## src/logic/reset_cause_pkg.sv

```systemverilog
/*
 Constants for the reset cause recorder: register offsets, bit positions,
 reset values and the reset and interrupt vectors.
 Assumes a byte-wide register view over a 32-bit Wishbone bus.
*/
package reset_cause_pkg;
   // ------------------------------------------------------------
   // Register byte offsets
   // ------------------------------------------------------------
   localparam logic [3:0] OFS_FLAGS = 4'h0;
   localparam logic [3:0] OFS_STATUS = 4'h4;
   localparam logic [3:0] OFS_BROWNOUT = 4'h8;
   localparam logic [3:0] OFS_WATCHDOG = 4'hc;
   localparam logic [3:0] OFS_IRQ_STAT = 4'h0;
   localparam logic [3:0] OFS_IRQ_MASK = 4'h4;
   localparam logic [3:0] OFS_CONFIG = 4'h8;
   localparam logic [3:0] OFS_PC = 4'hc;
   localparam logic [1:0] BANK_MAIN = 2'h0;
   localparam logic [1:0] BANK_AUX = 2'h1;
   // ------------------------------------------------------------
   // Reset cause flag bits
   // ------------------------------------------------------------
   localparam int B_OVF = 7;
   localparam int B_UNF = 6;
   localparam int B_PIN = 3;
   localparam int B_INSTR = 2;
   localparam int B_POR = 1;
   localparam int B_BROWN = 0;
   localparam logic [7:0] FLAGS_IMPL = 8'hcf;
   localparam logic [7:0] FLAGS_POR = 8'h0c;
   // ------------------------------------------------------------
   // Core status bits, brown-out and watchdog control values
   // ------------------------------------------------------------
   localparam int B_WDT_EXP = 4;
   localparam int B_SLEPT = 3;
   localparam logic [7:0] STATUS_IMPL = 8'h1f;
   localparam logic [7:0] STATUS_POR = 8'h18;
   localparam logic [7:0] STATUS_RW = 8'h07;
   localparam logic [7:0] BROWNOUT_IMPL = 8'h81;
   localparam logic [7:0] BROWNOUT_POR = 8'h80;
   localparam logic [7:0] WATCHDOG_IMPL = 8'h3f;
   localparam logic [7:0] WATCHDOG_POR = 8'h00;
   // ------------------------------------------------------------
   // Vectors and event bits of the interrupt status register
   // ------------------------------------------------------------
   localparam logic [14:0] VEC_RESET = 15'h0000;
   localparam logic [14:0] VEC_IRQ = 15'h0004;
   localparam logic [14:0] PC_STEP = 15'h0001;
   localparam int N_EVT = 8;
   localparam int E_POR = 0;
   localparam int E_BROWN = 1;
   localparam int E_PIN = 2;
   localparam int E_WDT = 3;
   localparam int E_INSTR = 4;
   localparam int E_OVF = 5;
   localparam int E_UNF = 6;
   localparam int E_WAKE = 7;
   typedef enum logic [1:0] {ACT_NONE, ACT_RESTART, ACT_RESUME} act_t;
endpackage

```

## src/logic/reset_cause_recorder.sv

```systemverilog
/*
 Reset cause recorder: keeps the reset cause flags and the timeout and
 power-down bits of the core status, and chooses the restart address.
 Assumes event inputs are one-cycle pulses synchronous to clk_i and that
 firmware drives a classic Wishbone master.
*/
// What this block does
// - Stack overflow sets bit 7, firmware clears
// - Stack underflow sets bit 6, firmware clears
// - Bits 5 and 4 read zero, ignore writes
// - Pin reset clears bit 3; firmware sets
// - Reset instruction clears bit 2; firmware rearms
// - Power-on clears bit 1; firmware sets
// - Power-on or brown-out clears bit 0
// - Power-on loads vector zero and reset values
// - Watchdog clears timeout; in sleep resumes
// - Interrupt wake clears power-down, may vector
// - Pin reset awake clears only pin flag
// - Pin reset asleep sets timeout, clears power-down
// - Reset instruction restarts, clears its flag only
// - Overflow reset restarts with overflow flag set
// - Underflow reset restarts with underflow flag set
// - Unimplemented bits always read zero
// - Stack faults reset only when option set
// - Programming mode exit acts as power-on

// Limitations
// - Event inputs must be single-cycle pulses; a held level
//   applies its update again on every cycle.
// - pc_i must hold the address of the sleep instruction when a
//   wake event arrives, since the resume target is pc_i plus one.
// - Every mapped word answers in one cycle; unused offsets inside
//   the two banks read as zero and ignore writes.
// - rst_i restores reset values but is not a power-on event by
//   itself; power_on_i has to be pulsed for that.
// - A write needs byte lane 0 selected to take effect.
`timescale 1ns/1ps
module reset_cause_recorder
   import reset_cause_pkg::*;
(
   input wire logic clk_i,
   input wire logic rst_i,
   input wire logic [31:0] wb_adr_i,
   input wire logic [31:0] wb_dat_i,
   input wire logic [3:0] wb_sel_i,
   input wire logic wb_we_i,
   input wire logic wb_cyc_i,
   input wire logic wb_stb_i,
   output logic [31:0] wb_dat_o,
   output logic wb_ack_o,
   output logic wb_err_o,
   input wire logic power_on_i,
   input wire logic brownout_i,
   input wire logic prog_exit_i,
   input wire logic external_reset_pin_i,
   input wire logic wdt_timeout_i,
   input wire logic reset_instr_i,
   input wire logic stack_overflow_i,
   input wire logic stack_underflow_i,
   input wire logic irq_wake_i,
   input wire logic sleep_enter_i,
   input wire logic [14:0] pc_i,
   input wire logic borrdy_i,
   output logic [14:0] pc_load_o,
   output logic pc_load_valid_o,
   output logic irq_push_o,
   output logic core_reset_o,
   output logic irq_o
);
   // ------------------------------------------------------------
   // State
   // ------------------------------------------------------------
   logic [7:0] flags;
   logic [7:0] status;
   logic [7:0] brownout_control;
   logic [7:0] watchdog_control;
   logic [7:0] irq_stat;
   logic [7:0] irq_mask;
   logic stack_fault_reset_option;
   logic global_irq_enable;
   logic asleep;
   logic [7:0] next_flags;
   logic [7:0] next_status;
   logic [7:0] evt;
   act_t act;
   logic [14:0] act_pc;
   logic act_push;
   logic por_evt;
   logic brown_evt;
   logic ovf_rst;
   logic unf_rst;

   // ------------------------------------------------------------
   // Bus decode
   // ------------------------------------------------------------
   // A request is taken only while no answer is pending, so a
   // held strobe is answered once and then taken again.
   logic req;
   logic wr;
   logic hit;
   logic [1:0] bank;
   logic [3:0] ofs;
   assign req = wb_cyc_i && wb_stb_i && !wb_ack_o && !wb_err_o;
   assign bank = wb_adr_i[5:4];
   assign ofs = wb_adr_i[3:0];
   assign hit = (wb_adr_i[31:6] == 26'h0) &&
      (bank == BANK_MAIN || bank == BANK_AUX);
   assign wr = req && hit && wb_we_i && wb_sel_i[0];

   function automatic logic sel(input logic [1:0] b, input logic [3:0] o);
      sel = wr && bank == b && ofs == o;
   endfunction


   // ------------------------------------------------------------
   // Event classification
   // ------------------------------------------------------------
   // Programming exit is treated exactly as a power-on event, and a
   // brown-out in the same cycle as a power-on is absorbed by it.
   assign por_evt = power_on_i || prog_exit_i;
   assign brown_evt = brownout_i && !por_evt;
   assign ovf_rst = stack_overflow_i && stack_fault_reset_option;
   assign unf_rst = stack_underflow_i && stack_fault_reset_option;

   // ------------------------------------------------------------
   // Next flag and status values
   // ------------------------------------------------------------
   // Precedence, highest first: power-on or programming exit,
   // brown-out, pin reset, watchdog, interrupt wake, sleep entry.
   // Stack faults and the reset instruction touch only their own
   // flags, so they may combine with a pin reset or a watchdog.
   // A firmware write is applied first and then overwritten bit by
   // bit, so a hardware event in the same cycle always wins.
   always_comb begin
      next_flags = flags;
      next_status = status;
      if (sel(BANK_MAIN, OFS_FLAGS)) begin
         next_flags = wb_dat_i[7:0] & FLAGS_IMPL;
      end
      if (sel(BANK_MAIN, OFS_STATUS)) begin
         // Timeout and power-down stay read-only for firmware
         next_status = wb_dat_i[7:0] & STATUS_RW;
         next_status[B_WDT_EXP] = status[B_WDT_EXP];
         next_status[B_SLEPT] = status[B_SLEPT];
      end
      act = ACT_NONE;
      act_pc = VEC_RESET;
      act_push = 1'b0;
      if (por_evt) begin
         next_flags = FLAGS_POR;
         next_status = STATUS_POR;
         act = ACT_RESTART;
      end else if (brown_evt) begin
         // Brown-out keeps the power-on flag as it was
         next_flags = FLAGS_POR;
         next_flags[B_POR] = flags[B_POR];
         next_status[B_WDT_EXP] = 1'b1;
         next_status[B_SLEPT] = 1'b1;
         act = ACT_RESTART;
      end else begin
         if (stack_overflow_i) begin
            next_flags[B_OVF] = 1'b1;
         end
         if (stack_underflow_i) begin
            next_flags[B_UNF] = 1'b1;
         end
         if (ovf_rst || unf_rst) begin
            act = ACT_RESTART;
         end
         if (reset_instr_i) begin
            next_flags[B_INSTR] = 1'b0;
            act = ACT_RESTART;
         end
         if (external_reset_pin_i) begin
            next_flags[B_PIN] = 1'b0;
            if (asleep) begin
               next_status[B_WDT_EXP] = 1'b1;
               next_status[B_SLEPT] = 1'b0;
            end
            act = ACT_RESTART;
         end else if (wdt_timeout_i) begin
            next_status[B_WDT_EXP] = 1'b0;
            if (asleep) begin
               next_status[B_SLEPT] = 1'b0;
               act = ACT_RESUME;
               act_pc = 15'(pc_i + PC_STEP);
            end else begin
               act = ACT_RESTART;
            end
         end else if (irq_wake_i && asleep && act == ACT_NONE) begin
            next_status[B_SLEPT] = 1'b0;
            act = ACT_RESUME;
            act_pc = 15'(pc_i + PC_STEP);
            act_push = global_irq_enable;
         end else if (sleep_enter_i && act == ACT_NONE) begin
            next_status[B_WDT_EXP] = 1'b1;
            next_status[B_SLEPT] = 1'b0;
         end
      end
      next_flags = next_flags & FLAGS_IMPL;
      next_status = next_status & STATUS_IMPL;
   end

   // Event vector for the interrupt status register; a wake only
   // counts while the core is asleep.
   always_comb begin
      evt = '0;
      evt[E_POR] = por_evt;
      evt[E_BROWN] = brown_evt;
      evt[E_PIN] = external_reset_pin_i;
      evt[E_WDT] = wdt_timeout_i;
      evt[E_INSTR] = reset_instr_i;
      evt[E_OVF] = stack_overflow_i;
      evt[E_UNF] = stack_underflow_i;
      evt[E_WAKE] = irq_wake_i && asleep;
   end


   // ------------------------------------------------------------
   // Flag and status registers
   // ------------------------------------------------------------
   always_ff @(posedge clk_i) begin
      if (rst_i) begin
         flags <= FLAGS_POR;
         status <= STATUS_POR;
      end else begin
         flags <= next_flags;
         status <= next_status;
      end
   end

   // Sleep tracking: any event that restarts or resumes the core
   // ends sleep, so a later wake cannot act twice.
   always_ff @(posedge clk_i) begin
      if (rst_i) begin
         asleep <= 1'b0;
      end else if (act != ACT_NONE || por_evt || brown_evt) begin
         asleep <= 1'b0;
      end else if (sleep_enter_i) begin
         asleep <= 1'b1;
      end
   end


   // ------------------------------------------------------------
   // Restart address and core control
   // ------------------------------------------------------------
   // All three outputs are one-cycle pulses one edge after the
   // event; the address outside a pulse is the reset vector.
   always_ff @(posedge clk_i) begin
      if (rst_i) begin
         pc_load_o <= VEC_RESET;
         pc_load_valid_o <= 1'b0;
         irq_push_o <= 1'b0;
         core_reset_o <= 1'b0;
      end else begin
         pc_load_valid_o <= act != ACT_NONE;
         pc_load_o <= act_pc;
         irq_push_o <= act_push;
         core_reset_o <= act == ACT_RESTART;
      end
   end


   // ------------------------------------------------------------
   // Configuration and peripheral control registers
   // ------------------------------------------------------------
   // The stack fault option comes up set, so stack faults restart
   // the core until firmware turns the option off.
   always_ff @(posedge clk_i) begin
      if (rst_i) begin
         brownout_control <= BROWNOUT_POR;
         watchdog_control <= WATCHDOG_POR;
         stack_fault_reset_option <= 1'b1;
         global_irq_enable <= 1'b0;
         irq_mask <= '0;
      end else begin
         brownout_control[0] <= borrdy_i;
         if (sel(BANK_MAIN, OFS_BROWNOUT)) begin
            brownout_control[7] <= wb_dat_i[7];
         end
         if (sel(BANK_MAIN, OFS_WATCHDOG)) begin
            watchdog_control <= wb_dat_i[7:0] & WATCHDOG_IMPL;
         end
         if (sel(BANK_AUX, OFS_CONFIG)) begin
            stack_fault_reset_option <= wb_dat_i[0];
            global_irq_enable <= wb_dat_i[1];
         end
         if (sel(BANK_AUX, OFS_IRQ_MASK)) begin
            irq_mask <= wb_dat_i[7:0];
         end
      end
   end


   // ------------------------------------------------------------
   // Interrupt status: set wins over write-one-to-clear
   // ------------------------------------------------------------
   // One flop per event bit, so the set-wins rule is local to it
   logic irq_clr_wr;
   assign irq_clr_wr = sel(BANK_AUX, OFS_IRQ_STAT);
   for (genvar i = 0; i < N_EVT; i++) begin : g_irq
      always_ff @(posedge clk_i) begin
         if (rst_i) begin
            irq_stat[i] <= 1'b0;
         end else if (evt[i]) begin
            irq_stat[i] <= 1'b1;
         end else if (irq_clr_wr && wb_dat_i[i]) begin
            irq_stat[i] <= 1'b0;
         end
      end
   end

   // Level output, one cycle behind the status and mask
   always_ff @(posedge clk_i) begin
      if (rst_i) begin
         irq_o <= 1'b0;
      end else begin
         irq_o <= |(irq_stat & irq_mask);
      end
   end


   // ------------------------------------------------------------
   // Bus answer
   // ------------------------------------------------------------
   // Ack or err one cycle after the request is taken; read data
   // stands only with the ack and is zero otherwise; only the PC
   // word carries anything above the byte, in bits 14 to 8.
   always_ff @(posedge clk_i) begin
      if (rst_i) begin
         wb_ack_o <= 1'b0;
         wb_err_o <= 1'b0;
         wb_dat_o <= '0;
      end else begin
         wb_ack_o <= req && hit;
         wb_err_o <= req && !hit;
         wb_dat_o <= '0;
         if (req && hit && !wb_we_i) begin
            case ({bank, ofs})
               {BANK_MAIN, OFS_FLAGS}: wb_dat_o[7:0] <= flags;
               {BANK_MAIN, OFS_STATUS}: wb_dat_o[7:0] <= status;
               {BANK_MAIN, OFS_BROWNOUT}: begin
                  wb_dat_o[7:0] <= brownout_control & BROWNOUT_IMPL;
               end
               {BANK_MAIN, OFS_WATCHDOG}: wb_dat_o[7:0] <= watchdog_control;
               {BANK_AUX, OFS_IRQ_STAT}: wb_dat_o[7:0] <= irq_stat;
               {BANK_AUX, OFS_IRQ_MASK}: wb_dat_o[7:0] <= irq_mask;
               {BANK_AUX, OFS_CONFIG}: begin
                  wb_dat_o[1:0] <= {global_irq_enable,
                     stack_fault_reset_option};
               end
               {BANK_AUX, OFS_PC}: wb_dat_o[14:0] <= pc_load_o;
               default: wb_dat_o <= '0;
            endcase
         end
      end
   end
endmodule

```

## config.mk

```make
export PLATFORM = sky130hd
export DESIGN_NAME = reset_cause_recorder
export DESIGN_NICKNAME = d
export VERILOG_FILES = /design/src/logic/reset_cause_pkg.sv /design/src/logic/reset_cause_recorder.sv
export SDC_FILE = /design/constraint.sdc
export NUM_CORES = 1
export LEC_CHECK = 0
export BUFFER_PORTS_ARGS = -buffer_cell sky130_fd_sc_hd__clkbuf_2
export CORE_MARGIN = 2
export CORE_UTILIZATION = 45
export CTS_CLUSTER_SIZE = 10
export DETAILED_ROUTE_END_ITERATION = 12
export HOLD_SLACK_MARGIN = 0.02
export MAX_ROUTING_LAYER = met4
export PLACE_DENSITY = 0.77
export SETUP_SLACK_MARGIN = 0.1
export SLEW_MARGIN = 5
export SYNTH_ARGS = -nofsm -noshare
export SYNTH_HDL_FRONTEND = slang
export SYNTH_SLANG_ARGS = --single-unit
```

## constraint.sdc

```tcl
create_clock -name clk_i -period 2.5 [get_ports clk_i]
set_clock_uncertainty 0.2 [all_clocks]
set_input_delay 0.25 -clock clk_i [delete_from_list [all_inputs] [get_ports clk_i]]
set_output_delay 0.25 -clock clk_i [all_outputs]
set_load 0.005 [all_outputs]
```

==> results.cfg <==
[synthesis]
yosysSeqAreaShare = 0.416
synth-xor-area-share = 0.0246
netlist_area_um2 = 3560
ys_seq_elements = 74
async_reset_ff_frac = 0
synth_ff_type = dfxtp_1
avgSynthCellArea_um2 = 9.26
synth_compound_area_frac = 0.130
synth_edf_count = 0
synth_top_area_frac = 0.416
synth_area_leaders = dfxtp_1 (42%), mux2i_1 (8.1%), nand2b_1 (4.4%)
synth_top_cell_by_area = dfxtp_1
muxShareOfSynthArea = 0.0878
netlist_instances = 385
yosys.area_share.simple = 0.271
synth_top_family_by_area = simple AND/OR/NAND/NOR gates
synthAdderAreaFrac = 0.00351
synth.distinct_cells = 52
yosys_warnings = 0

[worst_setup_path]
critical_path.startpoint = wb_err_o
r2r-start = wb_err_o
reg2reg_to = irq_stat[4]
critical_path_arrival_ns = 2.33
path_class = flop to flop
required_ns = 2.53
crit_path_start_kind = flop
r2r_setup_slack_ns = 0.20
rr_worst_depth = 7
end_kind = flop
endpoint = irq_stat[4]
crit_fanout = 5

[floorplanning]
fp.coreArea_um2 = 7690
initial_core_util = 0.464
rows = 32
io_pins = 152
fp.dieW_um = 93
dieArea_um2 = 8650
die_h_um = 93

[place]
post_dp_cell_area_um2 = 4230
io_buffers = 107
preCtsSetupSlack_ns = 0.263
place_congestion = 0.954
dp_hpwl_um = 7750
place_inst = 594

[sta]
max_freq_mhz = 436
tns_ns = 0
setup_ws_ns = 0.204
period_share = 0.918
finalSetupViolCount = 0
hold_viol_final = 0
rsz0062_at_grt = no
finalMaxSlewViolations = 0
layout_min_cycle_time_ns = 2.30

[cells_and_area]
nets = 630
fillers = 681
final_layout_size_suffix_gt1_frac = 0.282
n_antenna_cell = 0
area_delta_synth_final_pct = 31.8
stdcell_area_um2 = 4700
final-seq-area_um2 = 1480
instances_no_fill = 637
multi_input_area_um2 = 1910

[drt]
vias = 3448
firstDrtPassIters = 5
wl_um = 10200
wire_per_inst_um = 16.1
viasPerCell = 5.41
drt_iter0_drc = 191
route.detailed.drc = 0
final_antenna_net_count = 0

[outcome]
status = complete, no violations

[global_route]
grt_pass1_vias = 3305
antenna_found_initial = 0
grt_start_max_net_pins = 21
grt.total_usage = 0.247
grt_pass1_wl_um = 16200
grt_overflow = 0

[power]
switching_power_mw = 0.595
p_int_mw = 1.78
p_sw_frac = 0.250
combPwrFrac = 0.107
p_leak_nw = 1.98
peakVddDrop_uv = 356
p_clk_frac = 0.389
p_per_area_nw_per_um2 = 506
total_power_mw = 2.38
seq_power_share = 0.504

[cts]
postCtsSetupRepairBufs = 0
cts_max_path_buffers = 2
cts_made_buffers = 9
cts_resized = 0
cts-htree-levels = 3
clk_latency_ns = 0.34
clk_pin_slew_ns = 0.08
cts-root-buf = clkbuf_8
cts_tree = yes
holdBufCountCts = 27
cts_sinks = 74

[flow_run]
maxCapViolCount = 0

[hold_path]
hold_path.class = input pin to flop
==> critical path, stage by stage, from the launching register on <==
cell           delay, ns
dfxtp_1             0.32
and4bb_2            0.34
nand2_1             0.08
buf_4               0.18
nor4b_4             0.23
buf_4               0.18
a311oi_1            0.09
dlygate4sd3_1       0.57
==> metrics by stage <==
step	utilization	hold slack [ns]
6_report	0.611	0.0371
5_1_grt	0.611	0.0352
4_1_cts	0.611	0.0219
3_5_place_dp	0.550	0.241
3_3_place_gp	0.550	0.236
2_1_floorplan	-	0.122
==> sequential cells by signal (all words and copies together) (netlist names), 2 cells and up <==
name and flops:
watchdog_control 6, status 5, pc_load_o 15, flags 6
wb_dat_o 15, brownout_control 2, irq_stat 8, irq_mask 8
==> placed cells by master (no fill, tap or decap), types with 3 or more instances in the layout <==
| cell | Yosys | layout |
|---|---|---|
| nor2_1 | 27 | 27 |
| dlygate4sd3_1 | 0 | 27 |
| o21ai_0 | 7 | 7 |
| clkbuf_8 | 0 | 9 |
| a31oi_1 | 4 | 4 |
| xor2_1 | 6 | 6 |
| buf_4 | 18 | 18 |
| and2_1 | 10 | 10 |
| conb_1 | 1 | 17 |
| inv_1 | 10 | 10 |
| o311ai_0 | 4 | 4 |
| or3_1 | 5 | 5 |
| nor2b_1 | 3 | 3 |
| dfxtp_1 | 74 | 74 |
| nor3_1 | 10 | 10 |
| nor4_1 | 12 | 12 |
| a311oi_1 | 8 | 8 |
| o2bb2ai_1 | 4 | 4 |
| a22oi_1 | 11 | 11 |
| nand2_1 | 29 | 29 |
| mux2i_1 | 29 | 29 |
| and4_1 | 5 | 5 |
| a21oi_1 | 14 | 14 |
| nand4_1 | 9 | 9 |
| inv_6 | 0 | 3 |
| nand2b_1 | 25 | 25 |
| xnor2_1 | 4 | 4 |
| nand3_1 | 8 | 8 |
| clkbuf_2 | 0 | 107 |
==> metal layers <==
layer  routed length, µm  track usage
met3                 672       0.0524
met2                5010        0.402
met1                4310        0.308
met5                   0            -
met4                 263       0.0797
==> synth_stat cells (all sizes together), types with 4 or more instances <==
cell / number
nand2b: 25
xor2: 6
xnor2: 4
buf: 22
and4: 5
a311oi: 8
nand2: 29
dfxtp: 74
clkbuf: 12
o2bb2ai: 4
or3: 5
a31oi: 4
nand3: 8
inv: 10
nand4: 9
a21oi: 14
mux2i: 29
nor3: 11
o311ai: 4
and2: 10
nor2: 27
nor4: 15
o21ai: 7
a22oi: 11
nor4b: 4
==> cell type report <==
class	count	area share
flip-flops and latches	74	0.315
clock inverters	7	0.0160
well taps	102	0.0272
multi-input cells	283	0.407
clock buffers	9	0.0264
inverters	10	0.00799
repair buffers	152	0.200
==> power groups by stage <==
stage / clock network [mW] / registers, mW / logic [mW]
4_1_cts: 0.944 / 1.20 / 0.248
6_report: 0.925 / 1.20 / 0.254
3_5_place_dp: 0 / 1.23 / 0.213
2_1_floorplan: 0 / 1.22 / 0.118
3_3_place_gp: 0 / 1.23 / 0.208
5_1_grt: 1.00 / 1.20 / 0.276
==> worst min-delay path by stage <==
stage / to / startpoint / cells after the start / slack, ns
after floorplan: pc_load_o[0] / pc_i[0] / 1 / 0.12
after global placement: wb_dat_o[13] / pc_load_o[13] / 1 / 0.24
after detailed placement: wb_dat_o[13] / pc_load_o[13] / 1 / 0.24
after CTS: flags[6] / stack_underflow_i / 2 / 0.02
after global routing: flags[6] / stack_underflow_i / 2 / 0.04
final: flags[6] / stack_underflow_i / 2 / 0.04
==> kinds of logic (layout without fill, tap and decap cells) <==
kind of cell    after synthesis  in the layout
simple gates                160            160
fa+ha+maj                     1              1
mux                          30             30
other cells                   1             17
flops                        74             74
xor+xnor                     10             10
compound gates               65             65
buf+inv                      44            178
Power figures use the tool's default switching activity.
